==> src/core/shock_alarm_map.svh <==
`ifndef SHOCK_ALARM_MAP_SVH
`define SHOCK_ALARM_MAP_SVH

// ==========================================================
// clocks
`define SYS_CLK_HZ 100000000
`define CORE_CLK_HZ 5000000
`define CORE_DIV_CYCLES (`SYS_CLK_HZ / `CORE_CLK_HZ)
`define CORE_TICKS_PER_MS (`CORE_CLK_HZ / 1000)

// ==========================================================
// led and alarm timing
`define POWERON_BLINK_S 10
`define POWERON_BLINK_MS (`POWERON_BLINK_S * 1000)
`define FAST_BLINK_PERIOD_MS 50
`define FAST_BLINK_HALF_MS (`FAST_BLINK_PERIOD_MS / 2)
`define SLOW_BLINK_PERIOD_MS 500
`define SLOW_BLINK_HALF_MS (`SLOW_BLINK_PERIOD_MS / 2)
`define ALARM_S 20
`define ALARM_MS (`ALARM_S * 1000)

// ==========================================================
// buzzer tone, 8-bit timer in core ticks
`define BUZZ_HALF_LAST 8'hf9

// ==========================================================
// serial transmit
`define UART_BAUD 9600
`define UART_BIT_TICKS (`CORE_CLK_HZ / `UART_BAUD)
`define UART_FRAME_BITS 4'ha
`define UART_ALARM_CODE 8'h41

// ==========================================================
// state widths
`define DIV_W 5
`define PRESCALE_W 13
`define BLINK_W 9
`define PHASE_W 15
`define BAUD_W 10

`endif

==> src/core/shock_alarm_pkg.sv <==
`include "shock_alarm_map.svh"

package shock_alarm_pkg;

  typedef enum logic [1:0] {
    ST_POWERON = 2'b00,
    ST_STANDBY = 2'b01,
    ST_ALARM = 2'b10
  } alarm_state_e;

  typedef struct packed {
    alarm_state_e st;
    logic [`DIV_W-1:0] div_cnt;
    logic [`PRESCALE_W-1:0] prescale;
    logic [`BLINK_W-1:0] blink_cnt;
    logic [`PHASE_W-1:0] phase_cnt;
    logic led;
    logic shock_prev;
    logic [8:0] tx_shift;
    logic [3:0] tx_bits;
    logic [`BAUD_W-1:0] baud_cnt;
    logic tx_line;
    logic tx_pend;
    logic wdt_run;
  } ctrl_state_s;

  typedef struct packed {
    logic [7:0] cnt;
    logic drive;
  } tone_state_s;

endpackage

==> src/core/tone_link_if.sv <==
interface tone_link_if;
  logic core_tick;
  logic run;
  logic drive;

  modport ctrl (
    output core_tick,
    output run,
    input drive
  );

  modport tone (
    input core_tick,
    input run,
    output drive
  );
endinterface

==> src/core/buzzer_tone_gen.sv <==
`include "shock_alarm_map.svh"

module buzzer_tone_gen (
  input wire logic sys_clk_i,
  input wire logic rst_n_i,
  tone_link_if.tone link
);

  shock_alarm_pkg::tone_state_s s_ff;
  shock_alarm_pkg::tone_state_s nxt_s;

  // ==========================================================
  // 8-bit half-period timer
  always_comb
  begin
    nxt_s = s_ff;
    if (!link.run)
    begin
      nxt_s.cnt = 8'h00;
      nxt_s.drive = 1'b0;
    end
    else if (link.core_tick)
    begin
      if (s_ff.cnt == `BUZZ_HALF_LAST)
      begin
        nxt_s.cnt = 8'h00;
        nxt_s.drive = ~s_ff.drive;
      end
      else
      begin
        nxt_s.cnt = s_ff.cnt + 8'h01;
      end
    end
  end

  always_ff @(posedge sys_clk_i)
  begin
    if (!rst_n_i)
    begin
      s_ff <= '0;
    end
    else
    begin
      s_ff <= nxt_s;
    end
  end

  assign link.drive = s_ff.drive;

endmodule

==> src/core/shock_alarm_controller.sv <==
// Function
// - after reset, blink led 10 s, 50 ms period
// - then led off, wait in standby
// - shock in standby starts 500 ms blinking
// - buzzer timer starts same cycle as alarm blink, output low for first 250 core ticks
// - after 20 s led off, back standby
// - buzzer 50% square from separate 8-bit timer
// - own ms timer channel sets blink period
// - transmit-only serial line, no receiver
// - all timing from one 5 MHz tick
// - watchdog stays stopped after reset
`include "shock_alarm_map.svh"

module shock_alarm_controller #(
  parameter int unsigned CORE_TICKS_PER_MS = `CORE_TICKS_PER_MS,
  parameter int unsigned POWERON_MS = `POWERON_BLINK_MS,
  parameter int unsigned ALARM_MS = `ALARM_MS,
  parameter int unsigned UART_BIT_TICKS = `UART_BIT_TICKS
) (
  input wire logic sys_clk_i,
  input wire logic rst_n_i,
  input wire logic shock_irq_in_i,
  output logic led_o,
  output logic buzzer_drive_out_o,
  output logic serial_tx_line_o,
  output logic alarm_active_o,
  output logic watchdog_running_o
);

  shock_alarm_pkg::ctrl_state_s s_ff;
  shock_alarm_pkg::ctrl_state_s nxt_s;

  logic core_tick;
  logic ms_tick;
  logic shock_rise;
  logic blink_half_end;
  logic phase_end;
  logic [`BLINK_W-1:0] blink_half_last;
  logic [`PHASE_W-1:0] phase_last;

  tone_link_if link ();

  // ==========================================================
  // tick dividers
  assign core_tick = (s_ff.div_cnt == `DIV_W'(`CORE_DIV_CYCLES - 1));
  assign ms_tick = core_tick
    && (s_ff.prescale == `PRESCALE_W'(CORE_TICKS_PER_MS - 1));

  // ==========================================================
  // blink and phase limits
  always_comb
  begin
    if (s_ff.st == shock_alarm_pkg::ST_ALARM)
    begin
      blink_half_last = `BLINK_W'(`SLOW_BLINK_HALF_MS - 1);
      phase_last = `PHASE_W'(ALARM_MS - 1);
    end
    else
    begin
      blink_half_last = `BLINK_W'(`FAST_BLINK_HALF_MS - 1);
      phase_last = `PHASE_W'(POWERON_MS - 1);
    end
  end

  assign blink_half_end = ms_tick && (s_ff.blink_cnt == blink_half_last);
  assign phase_end = ms_tick && (s_ff.phase_cnt == phase_last);
  assign shock_rise = shock_irq_in_i && !s_ff.shock_prev;

  // ==========================================================
  // next state
  always_comb
  begin
    nxt_s = s_ff;
    nxt_s.shock_prev = shock_irq_in_i;
    nxt_s.wdt_run = 1'b0;

    // core divider free running, ms prescaler restarted on shock in standby
    if (core_tick)
    begin
      nxt_s.div_cnt = '0;
    end
    else
    begin
      nxt_s.div_cnt = s_ff.div_cnt + `DIV_W'(1);
    end


    if (ms_tick)
    begin
      nxt_s.prescale = '0;
    end
    else if (core_tick)
    begin
      nxt_s.prescale = s_ff.prescale + `PRESCALE_W'(1);
    end


    // ==========================================================
    // alarm phase sequencing
    case (s_ff.st)
      shock_alarm_pkg::ST_POWERON,
      shock_alarm_pkg::ST_ALARM:
      begin
        if (phase_end)
        begin
          nxt_s.st = shock_alarm_pkg::ST_STANDBY;
          nxt_s.led = 1'b0;
          nxt_s.blink_cnt = '0;
          nxt_s.phase_cnt = '0;
        end
        else if (ms_tick)
        begin
          nxt_s.phase_cnt = s_ff.phase_cnt + `PHASE_W'(1);
          if (blink_half_end)
          begin
            nxt_s.blink_cnt = '0;
            nxt_s.led = ~s_ff.led;
          end
          else
          begin
            nxt_s.blink_cnt = s_ff.blink_cnt + `BLINK_W'(1);
          end
        end
      end

      shock_alarm_pkg::ST_STANDBY:
      begin
        nxt_s.led = 1'b0;
        if (shock_rise)
        begin
          nxt_s.st = shock_alarm_pkg::ST_ALARM;
          nxt_s.led = 1'b1;
          nxt_s.blink_cnt = '0;
          nxt_s.phase_cnt = '0;
          // prescale restart aligns the first ms tick
          nxt_s.prescale = '0;
          nxt_s.tx_pend = 1'b1;
        end
      end

      default:
      begin
        nxt_s.st = shock_alarm_pkg::ST_STANDBY;
        nxt_s.led = 1'b0;
      end
    endcase


    // ==========================================================
    // serial transmit, start bit, 8 data lsb first, stop bit
    // idle, load a queued frame
    if (s_ff.tx_bits == 4'h0)
    begin
      nxt_s.tx_line = 1'b1;
      if (s_ff.tx_pend)
      begin
        nxt_s.tx_pend = 1'b0;
        nxt_s.tx_shift = {1'b1, `UART_ALARM_CODE};
        nxt_s.tx_bits = `UART_FRAME_BITS;
        nxt_s.baud_cnt = '0;
        nxt_s.tx_line = 1'b0;
      end
    end

    else if (core_tick)
    begin
      if (s_ff.baud_cnt == `BAUD_W'(UART_BIT_TICKS - 1))
      begin
        nxt_s.baud_cnt = '0;
        nxt_s.tx_bits = s_ff.tx_bits - 4'h1;
        if (s_ff.tx_bits != 4'h1)
        begin
          nxt_s.tx_line = s_ff.tx_shift[0];
          nxt_s.tx_shift = {1'b1, s_ff.tx_shift[8:1]};
        end
      end
      else
      begin
        nxt_s.baud_cnt = s_ff.baud_cnt + `BAUD_W'(1);
      end
    end
  end

  // ==========================================================
  // state register
  always_ff @(posedge sys_clk_i)
  begin
    if (!rst_n_i)
    begin
      s_ff <= '0;
      s_ff.st <= shock_alarm_pkg::ST_POWERON;
      s_ff.tx_shift <= 9'h1ff;
      s_ff.tx_line <= 1'b1;
      // shock input must be seen low before a trigger
      s_ff.shock_prev <= 1'b1;
      s_ff.wdt_run <= 1'b0;
    end
    else
    begin
      s_ff <= nxt_s;
    end
  end

  // ==========================================================
  // buzzer tone channel
  // tone timer runs only in alarm
  assign link.core_tick = core_tick;
  assign link.run = (s_ff.st == shock_alarm_pkg::ST_ALARM);

  buzzer_tone_gen u_tone (
    .sys_clk_i(sys_clk_i),
    .rst_n_i(rst_n_i),
    .link(link)
  );

  // ==========================================================
  // outputs
  assign led_o = s_ff.led;
  assign buzzer_drive_out_o = link.drive;
  assign serial_tx_line_o = s_ff.tx_line;
  assign alarm_active_o = (s_ff.st == shock_alarm_pkg::ST_ALARM);
  assign watchdog_running_o = s_ff.wdt_run;

endmodule

==> config.mk <==
export PLATFORM = sky130hd
export DESIGN_NAME = shock_alarm_controller
export DESIGN_NICKNAME = d
export VERILOG_FILES = /design/src/core/shock_alarm_pkg.sv /design/src/core/tone_link_if.sv /design/src/core/buzzer_tone_gen.sv /design/src/core/shock_alarm_controller.sv
export VERILOG_INCLUDE_DIRS = /design/src /design/src/core
export SDC_FILE = /design/constraint.sdc
export NUM_CORES = 1
export LEC_CHECK = 0
export ABC_AREA = 1
export ABC_CLOCK_PERIOD_IN_PS = 3990
export BUFFER_PORTS_ARGS = -buffer_cell sky130_fd_sc_hd__buf_2
export CAP_MARGIN = 20
export CORE_MARGIN = 2
export CORE_UTILIZATION = 35
export DETAILED_ROUTE_END_ITERATION = 8
export GPL_TIMING_DRIVEN = 0
export HOLD_SLACK_MARGIN = 0.15
export PLACE_DENSITY = 0.48
export SYNTH_ARGS = -nofsm -noshare
export SYNTH_HDL_FRONTEND = slang
export SYNTH_SLANG_ARGS = --single-unit
==> constraint.sdc <==
create_clock -name sys_clk_i -period 3.99 [get_ports sys_clk_i]
set_input_delay 0 -clock sys_clk_i [delete_from_list [all_inputs] [get_ports sys_clk_i]]
set_output_delay 0 -clock sys_clk_i [all_outputs]
set_load 0.005 [all_outputs]
==> run summary <==
Yosys printed 0 warnings. The relative slew slack was 64.6%; the worst-margin pin slew was 531 ps. After clock tree synthesis, the setup repair step added 0 buffers. After detailed routing, the average wire length per cell comes to 11.8 µm. TritonCTS built the clock tree.

The clock net in this run drives a total of 80 sinks. Entering global routing, the biggest net connects 13 pins. In the synthesized netlist, the number of instances is 590.

After detailed routing, the met3 layer carries 347 µm of wire. The worst path uses 48.3% of the clock period. Internal power comes to 1.53 mW. VDD sags by at most 303 µV.

The peak per-stage delay on the critical path was 350 ps; the die outline width was 112 µm. Routability-driven placement finished with a final weighted congestion of 0.790. Post-CTS resize count: 0. 8 I/O pins were placed.

The number of distinct library cells after synthesis is 40. Topmost layer with routed signal wires: met4. For this design the total switching power over the nets is 0.742 mW. The tools report the DRC violation count after routing as 0. Sorting the synthesized cells by area gives the leading types as sky130_fd_sc_hd__dfxtp_1 (39%), sky130_fd_sc_hd__nand2_1 (12%), sky130_fd_sc_hd__nor2_1 (7.6%).

The switching share of power was 32.6%; the hold violation count in the final report was 0. The final wirelength is 8920 µm. Required time of the critical path: 4220 ps. The iteration-0 DRC count of the detailed router is 165, and the synthesized area per cell is 6.94 µm². Dividing total power by cell area gives a power density of 494 nW/µm². The number of global-route vias before repair is 3,478. The top cell types in the final layout, fill and taps aside, are sky130_fd_sc_hd__nand2_1 (129), sky130_fd_sc_hd__nor2_1 (83), sky130_fd_sc_hd__dfxtp_1 (80), sky130_fd_sc_hd__inv_1 (71), sky130_fd_sc_hd__nand3_1 (51). The logs give 0 for the number of antenna violations at the first check in global routing and 12,600 µm² for the area of the die. The initial utilization of the core area, before any placement, comes to 35.9%. After detailed routing, the wire length on met1 is 4510 µm. The clock tree root driver cell is sky130_fd_sc_hd__clkbuf_16. Max-cap violations in this run came to 0.

The run finished with clean final reports. Leaving out fill and tap cells, the most frequent cell in the layout is sky130_fd_sc_hd__nand2_1. The total area inside the core boundary comes to 11,400 µm². Data arrives at the worst endpoint at 2160 ps. The number of max-slew violations in the final report was 0. The total grt overflow came out at 0. The post-synthesis to final-layout area growth is 12.4%. Of the total power, the clock network draws 34.8%.

CTS built an H-tree with a depth of 3. The tightest min-delay check is of the in2reg type. Number of input and output port buffers inserted: 5. Counting I/O delays and the setup requirement, the final critical path takes 1930 ps. The worst setup path is launched from a register. The total negative slack for setup checks is 0 ps, and the via-per-instance ratio is 4.75. The run gives 0 as the post-detailed-route count of antenna-violating nets. Among cell families on the critical path, the largest total delay comes from simple AND/OR/NAND/NOR gates. The height of the die is 112 µm. The clock transition at the register clock pins on the worst setup and hold paths after CTS is 60 ps.

The number of clock buffers added by TritonCTS is 9. Once layout is complete, the utilization of the core stands at 40.3%. The synthesized design contains 0 enable-type register cells.

The number of buffers and inverters on the critical path is 2. Cells with a size suffix above 1 make up 10.1% of the layout. The flip-flop and latch count after synthesis came out at 80. The mapped netlist covers 4090 µm².

Setup repair after global routing left no endpoint under its margin. For this run, the post-layout net count is 620. In the detailed route, the total length drawn on met2 is 3950 µm.

Timing would allow up to 0.519 GHz. After synthesis, flip-flops and latches occupy 39.1% of the total area. The worst setup path is captured at a register. For this design, the CTS-stage hold fixing added 2 buffers.

Per report_power, the combinational group accounts for 24.5% of the total. The fraction of synthesized cell area taken by the top area cell type is 39.1%. On the critical path, the stage with the largest delay is an instance of sky130_fd_sc_hd__dfxtp_1. The tools report the worst clock skew as 4.99 ps.

The fraction of synthesis flops using an asynchronous set or reset pin works out to 0%. Overall routing resource usage: 15.4%. The global-route wire length before repair came out at 15,800 µm. The type of the worst setup path is reg2reg. Number of vias after detailed routing: 3,592. For the worst-skew pair, the clock arrives at the later sink with an insertion delay of 340 ps. The maximum fanout encountered on the critical timing path was 10. The tools report the relative contribution of sequential cells to total power as 40.7%. Library cell with the largest summed area after synthesis: sky130_fd_sc_hd__dfxtp_1.

Traced cell by cell, the critical path runs through ha_1 -> nand2_1 -> nor2_2 -> nand2_1 -> nor2_4 -> nand2_4 -> nand2_4 -> inv_2 -> buf_4 -> o21ai_1 -> nor2_1. Summed over all nets, the half-perimeter wirelength after detailed placement is 6440 µm. The floorplan has 39 rows. The number of antenna diodes in the final layout is 0. The number of nets handed over by synthesis was 602. Among all flip-flop cells after synthesis, the most frequent one is sky130_fd_sc_hd__dfxtp_1. Final count of negative-setup-slack endpoints: 0. Leakage dissipation: 1.81 nW.

The clock passes through at most 2 buffers. Before antenna repair, the detailed router went through 4 iterations.
[Yosys cell counts, types with 5 or more instances]
cell	number
sky130_fd_sc_hd__nand3_1	51
sky130_fd_sc_hd__nand2_4	5
sky130_fd_sc_hd__a21oi_1	35
sky130_fd_sc_hd__nand2_2	9
sky130_fd_sc_hd__nor2_1	83
sky130_fd_sc_hd__nand4_1	12
sky130_fd_sc_hd__nor3b_1	5
sky130_fd_sc_hd__nor3_1	21
sky130_fd_sc_hd__o21ai_0	21
sky130_fd_sc_hd__inv_2	6
sky130_fd_sc_hd__dfxtp_1	80
sky130_fd_sc_hd__ha_1	9
sky130_fd_sc_hd__nor2_2	5
sky130_fd_sc_hd__xor2_1	10
sky130_fd_sc_hd__inv_1	71
sky130_fd_sc_hd__nand2_1	129
[metal layers]
layer,GRT usage (%),vias up
met3,5.24,7
met5,0,-
met2,25.1,40
met4,4.39,0
li1,-,1929
met1,19.6,1616
[state kept, by name, indices dropped and copies added (netlist names)]
signal             cells
s_ff                  69
u_tone.s_ff            8
led_o                  1
serial_tx_line_o       1
u_tone.link.drive      1
[metrics by stage]
stage          hold WS (ps)  worst slack [ps]  instances  total power [mW]  area, µm²
2_1_floorplan          96.4              2360        590              1.38       4090
3_3_place_gp            210              2060        738              1.50       4300
5_1_grt                 418              1810        756              2.44       4600
6_report                398              2060        756              2.27       4600
3_5_place_dp            207              2060        738              1.50       4300
4_1_cts                 377              2040        756              2.32       4600
[tightest hold or removal path, cell delays in order]
cell and delay (ps):
sky130_fd_sc_hd__dlygate4sd3_1 520, sky130_fd_sc_hd__buf_2 100, sky130_fd_sc_hd__inv_1 50, sky130_fd_sc_hd__nand2_1 50
[layout make-up]
type	instances	area, µm²
inverters	77	289
repair buffers	7	45.0
plain buffers	10	82.6
multi-input cells	423	2120
fillers	1230	6820
flip-flops and latches	80	1600
clock inverters	3	15.0
clock buffers	13	270
well taps	143	179
[power groups by stage]
stage | clock network (mW) | registers, mW | logic [mW]
floorplan | 0 | 0.930 | 0.452
global placement | 0 | 0.939 | 0.558
detailed placement | 0 | 0.941 | 0.562
CTS | 0.827 | 0.925 | 0.568
global route | 0.862 | 0.934 | 0.644
finish | 0.791 | 0.925 | 0.558
[cell families after synthesis]
kind of cell,after synthesis,share of synthesized area (%)
AOI/OAI and AO/OA,66,8.65
adders and majority gates,9,2.75
buffers and inverters,87,9.08
xor gates and xnor gates,14,3.18
DFF,80,39.1
and+or+nand+nor,333,37.1
other,1,0.0916
[final timing paths]
kind,start,endpoint,slack (ps),cells past startpoint
worst max-delay path,s_ff[65]$_SDFF_PP0_,s_ff[44]$_SDFFE_PN0P_,2060,11
worst min-delay path,shock_irq_in_i,s_ff[26]$_SDFF_PN1_,400,4
worst max register to register,s_ff[65]$_SDFF_PP0_,s_ff[44]$_SDFFE_PN0P_,2060,11
worst min register to register,s_ff[25]$_SDFFE_PN1P_,s_ff[25]$_SDFFE_PN1P_,450,1
(Power assumes the default switching activity.)
